--- config.mk ---
export PLATFORM = sky130hd
export DESIGN_NAME = ecp_host_ctrl
export DESIGN_NICKNAME = d
export VERILOG_FILES = /design/src/ecp_host_pkg.sv /design/src/ecp_host_ctrl.sv
export SDC_FILE = /design/constraint.sdc
export NUM_CORES = 1
export LEC_CHECK = 0
export ABC_AREA = 1
export BUFFER_PORTS_ARGS = -buffer_cell sky130_fd_sc_hd__buf_2
export CORE_ASPECT_RATIO = 0.5
export CORE_MARGIN = 8
export CORE_UTILIZATION = 48
export DETAILED_ROUTE_END_ITERATION = 8
export GPL_TIMING_DRIVEN = 0
export PLACE_DENSITY = 0.68
export SKIP_CTS_REPAIR_TIMING = 1
export SLEW_MARGIN = 20
export SYNTH_ARGS = -nofsm -noshare
export SYNTH_HDL_FRONTEND = slang
export SYNTH_SLANG_ARGS = --single-unit
--- constraint.sdc ---
create_clock -name clk -period 2.4 [get_ports clk]
set_input_delay 0.72 -clock clk [delete_from_list [all_inputs] [get_ports clk]]
set_output_delay 0.72 -clock clk [all_outputs]
set_load 0.01 [all_outputs]
--- src/ecp_host_pkg.sv ---
// constants and types for the host-side ecp parallel port controller
package ecp_host_pkg;
   // ****************************************
   // timing
   // ****************************************
   localparam int CLK_NS = 25;
   localparam int STB_NS = 100;
   localparam int REC_NS = 50;
   localparam logic [3:0] STB_CYC = 4'((STB_NS + CLK_NS - 1) / CLK_NS);
   localparam logic [3:0] REC_CYC = 4'((REC_NS + CLK_NS - 1) / CLK_NS);
   localparam logic [3:0] SYNC_CYC = 4'h2;
   // ****************************************
   // device port map
   // ****************************************
   localparam logic [10:0] OFF_CMD_FIFO = 11'h000;
   localparam logic [10:0] OFF_DCR = 11'h002;
   localparam logic [10:0] OFF_DATA_FIFO = 11'h400;
   localparam logic [10:0] OFF_CFG_B = 11'h401;
   localparam logic [10:0] OFF_ECR = 11'h402;
   localparam int ECR_FULL_BIT = 1;
   localparam int ECR_EMPTY_BIT = 0;
   localparam int DCR_DIR_BIT = 5;
   localparam int CMD_MSB = 7;
   localparam logic [4:0] ECR_LOW = 5'h14;
   localparam logic [7:0] DCR_BASE = 8'h04;
   // ****************************************
   // own register map
   // ****************************************
   localparam logic [2:0] REG_ARG0 = 3'h0;
   localparam logic [2:0] REG_ARG1 = 3'h1;
   localparam logic [2:0] REG_CMD = 3'h2;
   localparam logic [2:0] REG_STATUS = 3'h3;
   localparam logic [2:0] REG_RESULT = 3'h4;
   localparam int STAT_ERR_BIT = 6;
   localparam logic [7:0] ARG_RST = 8'h00;

   typedef enum logic [2:0] {
      M_SPP = 3'h0, M_PS2 = 3'h1, M_FIFO = 3'h2, M_ECP = 3'h3,
      M_EPP = 3'h4, M_RSVD = 3'h5, M_TEST = 3'h6, M_CFG = 3'h7
   } mode_t;
   typedef enum logic [2:0] {
      OP_SETMODE = 3'h0, OP_SETDIR = 3'h1, OP_WRDATA = 3'h2, OP_WRCMD = 3'h3,
      OP_RDDATA = 3'h4, OP_ECPSETUP = 3'h5, OP_RLE = 3'h6, OP_RDCFG = 3'h7
   } op_t;
   typedef enum logic [2:0] {
      K_WR = 3'h0, K_RD = 3'h1, K_POLL_E = 3'h2, K_POLL_NE = 3'h3, K_END = 3'h4
   } kind_t;
   typedef enum logic [1:0] {
      S_IDLE = 2'h0, S_STRB = 2'h1, S_RECOV = 2'h3
   } state_t;
   typedef struct packed {
      kind_t kind;
      logic [10:0] addr;
      logic [7:0] data;
   } busop_t;
   typedef struct packed {
      logic wr;
      logic rd;
      logic [2:0] addr;
      logic [7:0] wdata;
   } host_req_t;
   typedef struct packed {
      logic [10:0] addr;
      logic [7:0] dataOut;
      logic dataOe;
      logic rdN;
      logic wrN;
   } dev_bus_t;
endpackage

--- src/ecp_host_ctrl.sv ---
// host controller that drives an ecp parallel port through its i/o registers
//
// The plain strobed port and the register addresses were left to the implementer.
`timescale 1ns/1ps
`default_nettype none
// Function
// - from 000/001 any mode; otherwise only back to 000/001. (the code refuses 101 even from 000/001)
// - direction changes only in mode 001.
// - drain fifo before leaving forward extended mode; controls deassert.
// - after negotiation clear direction, strobe, auto-feed, then mode 011.
// - command port bytes go as commands, data port as data; forward only.
// - reverse channel via mode 001, negotiate, set direction, mode 011.
// - forward command msb one means channel address, else run count.
// - reverse command msb always zero; reverse channels optional.
// - compressed data: count to command port then data; avoid zero.
// - terminate ecp only while the channel runs forward.
module ecp_host_ctrl (
   input wire logic clk,
   input wire logic sys_rst,
   input wire ecp_host_pkg::host_req_t hostReq,
   output logic [7:0] rdData,
   input wire logic [7:0] devDataIn,
   output ecp_host_pkg::dev_bus_t devBus
);
   import ecp_host_pkg::*;

   // ****************************************
   // step table
   // ****************************************
   function automatic busop_t stepOf(op_t op, logic [1:0] idx, logic [7:0] a0,
                                     logic [7:0] a1);
      busop_t s;
      logic [7:0] dcrVal;
      s = '{K_END, OFF_ECR, 8'h00};
      dcrVal = DCR_BASE;
      dcrVal[DCR_DIR_BIT] = a0[0];
      case (op)
         OP_SETMODE: begin
            if (idx == 2'h0) s = '{K_POLL_E, OFF_ECR, 8'h00};
            else if (idx == 2'h1) s = '{K_WR, OFF_ECR, {a0[2:0], ECR_LOW}};
         end
         OP_SETDIR: if (idx == 2'h0) s = '{K_WR, OFF_DCR, dcrVal};
         OP_WRDATA: if (idx == 2'h0) s = '{K_WR, OFF_DATA_FIFO, a0};
         OP_WRCMD: if (idx == 2'h0) s = '{K_WR, OFF_CMD_FIFO, a0};
         OP_RDDATA: begin
            if (idx == 2'h0) s = '{K_POLL_NE, OFF_ECR, 8'h00};
            else if (idx == 2'h1) s = '{K_RD, OFF_DATA_FIFO, 8'h00};
         end
         OP_ECPSETUP: begin
            // direction, strobe and auto-feed all cleared before the mode
            if (idx == 2'h0) s = '{K_WR, OFF_DCR, DCR_BASE};
            else if (idx == 2'h1) s = '{K_WR, OFF_ECR, {M_ECP, ECR_LOW}};
         end
         OP_RLE: begin
            if (idx == 2'h0) s = '{K_WR, OFF_CMD_FIFO, {1'b0, a0[6:0]}};
            else if (idx == 2'h1) s = '{K_WR, OFF_DATA_FIFO, a1};
         end
         OP_RDCFG: if (idx == 2'h0) s = '{K_RD, a0[0] ? OFF_CFG_B : OFF_DATA_FIFO, 8'h00};
         default: s = '{K_END, OFF_ECR, 8'h00};
      endcase
      return s;
   endfunction

   // ****************************************
   // state
   // ****************************************
   state_t state_r;
   op_t op_r;
   mode_t curMode_r;
   logic curDir_r;
   logic errFlag_r;
   logic sawPoll_r;
   logic [1:0] idx_r;
   logic [3:0] cnt_r;
   logic [7:0] arg0_r;
   logic [7:0] arg1_r;
   logic [7:0] result_r;
   logic [7:0] syncA_r;
   logic [7:0] syncB_r;
   dev_bus_t devBus_r;

   // ****************************************
   // decode
   // ****************************************
   wire op_t newOp = op_t'(hostReq.wdata[2:0]);
   wire mode_t target = mode_t'(arg0_r[2:0]);
   wire logic launch = hostReq.wr && (hostReq.addr == REG_CMD);
   wire logic basicMode = (curMode_r == M_SPP) || (curMode_r == M_PS2);
   wire logic basicTarget = (target == M_SPP) || (target == M_PS2);
   wire logic fwdEcp = (curMode_r == M_ECP) && !curDir_r;
   wire logic revEcp = (curMode_r == M_ECP) && curDir_r;
   wire logic leaveFwd = ((curMode_r == M_FIFO) || fwdEcp) && basicTarget;
   wire logic modeOk = (basicMode || basicTarget) && (target != M_RSVD)
                       && !(revEcp && (target == M_SPP));
   logic cmdOk;
   always_comb begin
      case (newOp)
         OP_SETMODE: cmdOk = modeOk;
         OP_SETDIR: cmdOk = (curMode_r == M_PS2);
         OP_WRDATA: cmdOk = (curMode_r == M_FIFO) || fwdEcp || (curMode_r == M_TEST);
         OP_WRCMD: cmdOk = fwdEcp;
         OP_RDDATA: cmdOk = revEcp || (curMode_r == M_TEST);
         OP_ECPSETUP: cmdOk = (curMode_r == M_SPP);
         OP_RLE: cmdOk = fwdEcp && (arg0_r[6:0] != 7'h00);
         OP_RDCFG: cmdOk = (curMode_r == M_CFG);
         default: cmdOk = 1'b0;
      endcase
   end
   wire logic busy = (state_r != S_IDLE);
   wire logic accept = launch && !busy && cmdOk;
   wire logic [1:0] startIdx = ((newOp == OP_SETMODE) && !leaveFwd) ? 2'h1 : 2'h0;
   wire busop_t cur = stepOf(op_r, idx_r, arg0_r, arg1_r);
   wire busop_t first = stepOf(newOp, startIdx, arg0_r, arg1_r);
   wire logic isRead = (cur.kind != K_WR);
   wire logic emptyBit = syncB_r[ECR_EMPTY_BIT];
   wire logic pollMiss = ((cur.kind == K_POLL_E) && !emptyBit)
                         || ((cur.kind == K_POLL_NE) && emptyBit);
   wire logic strbEnd = (state_r == S_STRB) && (cnt_r == 4'h1);
   wire logic recEnd = (state_r == S_RECOV) && (cnt_r == 4'h1);
   wire logic [7:0] status = {busy, errFlag_r, 1'b0, curDir_r, 1'b0, curMode_r};
   logic [7:0] regMux;
   always_comb begin
      case (hostReq.addr)
         REG_ARG0: regMux = arg0_r;
         REG_ARG1: regMux = arg1_r;
         REG_STATUS: regMux = status;
         REG_RESULT: regMux = result_r;
         default: regMux = 8'h00;
      endcase
   end
   wire logic errSet = launch && (busy || !cmdOk);
   wire logic errClr = hostReq.wr && (hostReq.addr == REG_STATUS)
                       && hostReq.wdata[STAT_ERR_BIT];

   // ****************************************
   // software port
   // ****************************************
   always_ff @(posedge clk) begin
      if (sys_rst) begin
         arg0_r <= ARG_RST;
         arg1_r <= ARG_RST;
         errFlag_r <= 1'b0;
         rdData <= 8'h00;
      end else begin
         if (hostReq.wr && (hostReq.addr == REG_ARG0)) arg0_r <= hostReq.wdata;
         if (hostReq.wr && (hostReq.addr == REG_ARG1)) arg1_r <= hostReq.wdata;
         // a new error in the clearing cycle is kept
         errFlag_r <= errSet || (errFlag_r && !errClr);
         rdData <= hostReq.rd ? regMux : 8'h00;
      end
   end

   // ****************************************
   // device data sync
   // ****************************************
   always_ff @(posedge clk) begin
      if (sys_rst) begin
         syncA_r <= 8'h00;
         syncB_r <= 8'h00;
      end else begin
         syncA_r <= devDataIn;
         syncB_r <= syncA_r;
      end
   end

   // ****************************************
   // sequencer
   // ****************************************
   // reads hold the strobe two extra cycles so the synchroniser sees settled data
   always_ff @(posedge clk) begin
      if (sys_rst) begin
         state_r <= S_IDLE;
         op_r <= OP_SETMODE;
         idx_r <= 2'h0;
         cnt_r <= 4'h0;
         result_r <= 8'h00;
         sawPoll_r <= 1'b0;
         devBus_r <= '{OFF_ECR, 8'h00, 1'b0, 1'b1, 1'b1};
      end else begin
         case (state_r)
            S_IDLE: if (accept) begin
               state_r <= S_STRB;
               op_r <= newOp;
               idx_r <= startIdx;
               sawPoll_r <= 1'b0;
               cnt_r <= (first.kind == K_WR) ? STB_CYC : STB_CYC + SYNC_CYC;
               devBus_r <= '{first.addr, first.data, first.kind == K_WR,
                             first.kind == K_WR, first.kind != K_WR};
            end
            S_STRB: begin
               cnt_r <= cnt_r - 4'h1;
               if (strbEnd) begin
                  state_r <= S_RECOV;
                  cnt_r <= REC_CYC;
                  devBus_r.rdN <= 1'b1;
                  devBus_r.wrN <= 1'b1;
                  devBus_r.dataOe <= 1'b0;
                  if (isRead) result_r <= syncB_r;
                  if (isRead && !pollMiss && (cur.kind != K_RD)) sawPoll_r <= 1'b1;
                  if (!pollMiss) idx_r <= idx_r + 2'h1;
               end
            end
            S_RECOV: begin
               cnt_r <= cnt_r - 4'h1;
               if (recEnd && (cur.kind == K_END)) state_r <= S_IDLE;
               else if (recEnd) begin
                  state_r <= S_STRB;
                  cnt_r <= (cur.kind == K_WR) ? STB_CYC : STB_CYC + SYNC_CYC;
                  devBus_r <= '{cur.addr, cur.data, cur.kind == K_WR,
                                cur.kind == K_WR, cur.kind != K_WR};
               end
            end
            default: state_r <= S_IDLE;
         endcase
      end
   end
   assign devBus = devBus_r;

   // ****************************************
   // shadow of port mode and direction
   // ****************************************
   wire logic opDone = recEnd && (cur.kind == K_END);
   always_ff @(posedge clk) begin
      if (sys_rst) begin
         curMode_r <= M_SPP;
         curDir_r <= 1'b0;
      end else if (opDone) begin
         if (op_r == OP_SETMODE) curMode_r <= target;
         if (op_r == OP_ECPSETUP) curMode_r <= M_ECP;
         if (op_r == OP_ECPSETUP) curDir_r <= 1'b0;
         if (op_r == OP_SETDIR) curDir_r <= arg0_r[0];
      end
   end

   // ****************************************
   // checks
   // ****************************************
   // strobe history resets inactive so no false fall follows reset
   logic wrNPrev_r;
   logic rdNPrev_r;
   always_ff @(posedge clk) begin
      if (sys_rst) begin
         wrNPrev_r <= 1'b1;
         rdNPrev_r <= 1'b1;
      end else begin
         wrNPrev_r <= devBus_r.wrN;
         rdNPrev_r <= devBus_r.rdN;
      end
   end
   wire logic wrFall = !devBus_r.wrN && wrNPrev_r;
   wire logic rdFall = !devBus_r.rdN && rdNPrev_r;
   modeLegal_a: assert property (@(posedge clk) disable iff (sys_rst)
      (launch && !busy && (newOp == OP_SETMODE) && !modeOk) |=> errFlag_r && !busy)
      else $error("illegal mode change was started");
   dirOnlyPs2_a: assert property (@(posedge clk) disable iff (sys_rst)
      $changed(curDir_r) && ($past(op_r) == OP_SETDIR) |-> $past(curMode_r) == M_PS2)
      else $error("direction changed outside mode 001");
   drainFirst_a: assert property (@(posedge clk) disable iff (sys_rst)
      (wrFall && (devBus_r.addr == OFF_ECR) && (op_r == OP_SETMODE) && leaveFwd)
      |-> sawPoll_r)
      else $error("left forward mode before fifo drained");
   setupOrder_a: assert property (@(posedge clk) disable iff (sys_rst)
      (wrFall && (op_r == OP_ECPSETUP) && (devBus_r.addr == OFF_ECR))
      |-> (idx_r == 2'h1) && !devBus_r.dataOut[0])
      else $error("ecp mode set before control bits cleared");
   cmdForward_a: assert property (@(posedge clk) disable iff (sys_rst)
      (wrFall && (devBus_r.addr == OFF_CMD_FIFO)) |-> fwdEcp && devBus_r.dataOe)
      else $error("command byte sent outside forward ecp");
   rleNonzero_a: assert property (@(posedge clk) disable iff (sys_rst)
      (wrFall && (op_r == OP_RLE) && (idx_r == 2'h0))
      |-> !devBus_r.dataOut[CMD_MSB] && (devBus_r.dataOut[6:0] != 7'h00)
          ##[4:12] (wrFall && (devBus_r.addr == OFF_DATA_FIFO)))
      else $error("run count not followed by its data byte");
   termForward_a: assert property (@(posedge clk) disable iff (sys_rst)
      (opDone && (op_r == OP_SETMODE) && (target == M_SPP)
       && ($past(curMode_r) == M_ECP)) |-> !curDir_r)
      else $error("ecp terminated in reverse direction");
   readNotEmpty_a: assert property (@(posedge clk) disable iff (sys_rst)
      (rdFall && (op_r == OP_RDDATA) && (devBus_r.addr == OFF_DATA_FIFO)) |-> sawPoll_r
      ##1 !devBus_r.rdN [*5])
      else $error("fifo read without seeing it non-empty");

   // ****************************************
   // link timing and command checks
   // ****************************************
   wrWidth_a: assert property (@(posedge clk) disable iff (sys_rst)
      wrFall |=> !devBus_r.wrN [*3] ##1 devBus_r.wrN)
      else $error("write strobe width wrong");
   rdWidth_a: assert property (@(posedge clk) disable iff (sys_rst)
      rdFall |=> !devBus_r.rdN [*5] ##1 devBus_r.rdN)
      else $error("read strobe width wrong");
   recoverGap_a: assert property (@(posedge clk) disable iff (sys_rst)
      strbEnd |=> (devBus_r.wrN && devBus_r.rdN) ##1 (devBus_r.wrN && devBus_r.rdN))
      else $error("strobes not idle through recovery");
   oneStrobe_a: assert property (@(posedge clk) disable iff (sys_rst)
      !devBus_r.rdN |-> devBus_r.wrN)
      else $error("read and write strobes low together");
   oeWrite_a: assert property (@(posedge clk) disable iff (sys_rst)
      devBus_r.dataOe == !devBus_r.wrN)
      else $error("data driven outside a write strobe");
   strobeStable_a: assert property (@(posedge clk) disable iff (sys_rst)
      ((!devBus_r.wrN || !devBus_r.rdN) && !wrFall && !rdFall)
      |-> $stable(devBus_r.addr) && $stable(devBus_r.dataOut))
      else $error("address or data moved under a strobe");
   setupDcr_a: assert property (@(posedge clk) disable iff (sys_rst)
      (wrFall && (op_r == OP_ECPSETUP) && (devBus_r.addr == OFF_DCR))
      |-> !devBus_r.dataOut[DCR_DIR_BIT] && (devBus_r.dataOut[1:0] == 2'h0))
      else $error("setup left direction, strobe or auto-feed set");
   dirInPs2_a: assert property (@(posedge clk) disable iff (sys_rst)
      (wrFall && (devBus_r.addr == OFF_DCR) && (op_r == OP_SETDIR))
      |-> curMode_r == M_PS2)
      else $error("direction written outside mode 001");
   refuseErr_a: assert property (@(posedge clk) disable iff (sys_rst)
      (launch && !busy && !cmdOk) |=> errFlag_r && !busy)
      else $error("refused command started or not flagged");
   modeFollow_a: assert property (@(posedge clk) disable iff (sys_rst)
      (opDone && (op_r == OP_SETMODE)) |=> curMode_r == $past(target))
      else $error("mode shadow does not follow the mode write");
   rleData_a: assert property (@(posedge clk) disable iff (sys_rst)
      (wrFall && (op_r == OP_RLE) && (devBus_r.addr == OFF_DATA_FIFO))
      |-> devBus_r.dataOut == arg1_r)
      else $error("run data byte differs from its argument");
   cmdPort_a: assert property (@(posedge clk) disable iff (sys_rst)
      (wrFall && (op_r == OP_WRCMD))
      |-> (devBus_r.addr == OFF_CMD_FIFO) && (devBus_r.dataOut == arg0_r))
      else $error("command byte not sent to the command port");
   revRead_a: assert property (@(posedge clk) disable iff (sys_rst)
      (rdFall && (devBus_r.addr == OFF_DATA_FIFO) && (op_r == OP_RDDATA))
      |-> revEcp || (curMode_r == M_TEST))
      else $error("data port read outside reverse or test mode");
endmodule
`default_nettype wire

==> results.sh <==
export IMPL_worst_pin_slew_ns=0.631
export IMPL_rsz0062_at_grt="false"
export IMPL_die_area_mm2=0.0115
export IMPL_cts_num_sinks=78
export IMPL_layout_common_cells="nor2_1 (95), nand2_1 (91), inv_1 (79)"
export IMPL_fill_cells=839
export IMPL_synthXorXnorAreaFrac=0.00224
export IMPL_rows=23
export IMPL_io_buffer_count=42
export IMPL_final_util=0.575
export IMPL_area_delta_synth_final_pct=17.0
export IMPL_place_congestion=0.921
export IMPL_fmax_mhz=471
export IMPL_grt_pass1_vias=3343
export IMPL_drt_wl_total_um=10700
export IMPL_post_drt_wl_per_cell_um=14.4
export IMPL_synth_edff_count=0
export IMPL_path_max_fanout=10
export IMPL_synth_simple_area_share=0.269
export IMPL_antenna_found_initial=0
export IMPL_final_nets=654
export IMPL_core_mm2=0.00794
export IMPL_hold_class="flip-flop to flip-flop"
export IMPL_ctsHtreeMaxLevel=3
export IMPL_clockBufferDepth=2
export IMPL_yosysWarnings=0
export IMPL_ys_flop_type="dfxtp_1"
export IMPL_synthAdderAreaFrac=0.0128
export IMPL_fin_cells=744
export IMPL_layout_worst_path_cycle_share=0.885
export IMPL_dr_pass1_iters=6
export IMPL_num_antenna_cells=0
export IMPL_slew_headroom=0.580
export IMPL_crit_type="flip-flop to flip-flop"
export IMPL_reg2reg_depth=11
export IMPL_setup_tns_ns=0
export IMPL_fin_skew_ns=0.00998
export IMPL_dp_cells=728
export IMPL_whs_path_depth=2
export IMPL_ir_drop_mv=0.365
export IMPL_cts_root_buf="clkbuf_16"
export IMPL_synth_mux_area_frac=0
export IMPL_clock_latency_ns=0.34
export IMPL_cts_buffers=9
export IMPL_ant_nets=0
export IMPL_hold_violations=0
export IMPL_synth_top_family_by_area="simple AND/OR/NAND/NOR gates"
export IMPL_cp_start_kind="flip-flop"
export IMPL_yosysSeqAreaShare=0.400
export IMPL_drc_errors=0
export IMPL_finalSetupViolCount=0
export IMPL_worstPathRequired_ns=2.63
export IMPL_slew_viol_final=0
export IMPL_p_per_area_mw_per_mm2=692
export IMPL_die_h_um=79.8
export IMPL_track_usage=0.192
export IMPL_maxCapViolations=0
export IMPL_grt_start_max_net_pins=16
export IMPL_synth_area_per_cell_um2=6.89
export IMPL_ys_types=45
export IMPL_synthArstFlopShare=0
export IMPL_vias=3829
export IMPL_leakage_nw=2.03
export IMPL_grt_pass1_wl_um=17000
export IMPL_avgViaCountPerCell=5.15
export IMPL_io_pins=53
export IMPL_status="finished clean"
export IMPL_synth_compound_area_frac=0.193
export IMPL_gr_total_overflow=0
export IMPL_cts_tree="built"
export IMPL_syn_inst=567
export IMPL_path_clk_slew_ns=0.06
export IMPL_ys_ff_latch=78
export IMPL_end_kind="flip-flop"
export IMPL_mostFrequentLayoutCell="nor2_1"
export IMPL_initial_core_util=0.492
export IMPL_post_dp_hpwl_um=8190
export IMPL_drive_above_1_share=0.155
export IMPL_post_route_min_period_ns=2.12
export IMPL_drtIter0Drc=426
export IMPL_die_x_um=144
export IMPL_syn_area_mm2=0.00391
export IMPL_worstPathArrival_ns=2.35
## stage by stage
step / total power, mW / hold WS, ns / setup slack (ns) / instance area [µm²]
after floorplan: 1.75 / 0.388 / 0.363 / 3930
after global placement: 1.89 / 0.392 / 0.0996 / 4280
after detailed placement: 1.90 / 0.394 / 0.0900 / 4280
after CTS: 3.19 / 0.403 / 0.156 / 4560
after global routing: 3.32 / 0.411 / 0.0416 / 4570
final: 3.16 / 0.402 / 0.276 / 4570
## critical path: stages, from the launching register on
cell and delay, ns:
dfxtp_1 0.37, inv_1 0.07, ha_1 0.21, clkbuf_1 0.25
nand2_1 0.16, nand2_1 0.09, nor2_1 0.09, nand3_1 0.14
nand2_2 0.19, clkinvlp_4 0.20, o21ai_0 0.19, a21oi_1 0.05
## area by class of cell
type | instances | area, µm² | area share
Buffer | 21 | 133 | 0.0290
Clock buffer | 9 | 225 | 0.0493
Clock inverter | 7 | 55.1 | 0.0120
Inverter | 90 | 349 | 0.0764
Multi-Input combinational cell | 385 | 1900 | 0.415
Sequential cell | 78 | 1560 | 0.342
Tap cell | 112 | 140 | 0.0307
Timing Repair Buffer | 42 | 210 | 0.0460
## cell usage after synthesis (all sizes together) (2+ instances only)
library cell,instances,share of area
nand4,7,0.011
a21oi,37,0.048
clkinv,3,0.0042
buf,14,0.027
o31ai,4,0.0077
o22ai,9,0.014
a211oi,3,0.0058
dfxtp,78,0.40
inv,87,0.084
clkbuf,7,0.0067
nand3,30,0.045
a221oi,6,0.013
nor3,8,0.012
nand2,97,0.099
ha,4,0.013
o21ai,53,0.068
nor2,100,0.10
o221ai,2,0.0045
a31oi,2,0.0032
o32ai,3,0.0067
a22oi,2,0.0038
o211ai,4,0.0077
## routing by layer
layer | vias up | global-route usage | part of all wire | wire [µm]
met3 | 10 | 0.0561 | 0.098 | 1050
met1 | 1685 | 0.280 | 0.50 | 5330
met2 | 166 | 0.260 | 0.39 | 4200
li1 | 1968 | - | - | -
met5 | - | 0 | 0 | 0
met4 | 0 | 0.0635 | 0.012 | 128
## sequential cells by signal (all words and copies together) (netlist names), 3 cells and up
name and flops:
devBus 14, arg0_r 8, arg1_r 8, rdData 8
result_r 8, syncA_r 8, syncB_r 8, cnt_r 4
curMode_r 3, op_r 3
## cell families (layout without fill, tap and decap cells)
logic type      Yosys count  count (layout)
fa+ha+maj                 4               4
other cells               1               8
flops                    78              78
xor+xnor                  1               1
compound gates          129             129
simple gates            243             243
buf+inv                 111             169
## worst paths after layout
check	end	slack, ns	startpoint
setup / recovery	result_r[0]$_SDFFE_PP0P_	0.28	idx_r[0]$_SDFFE_PP0P_
hold reg to reg	syncB_r[2]$_SDFF_PP0_	0.40	syncA_r[2]$_SDFF_PP0_
setup reg to reg	result_r[0]$_SDFFE_PP0P_	0.28	idx_r[0]$_SDFFE_PP0P_
hold / removal	syncB_r[2]$_SDFF_PP0_	0.40	syncA_r[2]$_SDFF_PP0_
## power breakdown
part | switching [mW] | internal (mW) | total (mW)
sequential | 0.0353 | 1.36 | 1.40
clock | 0.574 | 0.712 | 1.29
combinational | 0.310 | 0.165 | 0.475
Note: power is estimated with default switching activity, not from simulation.
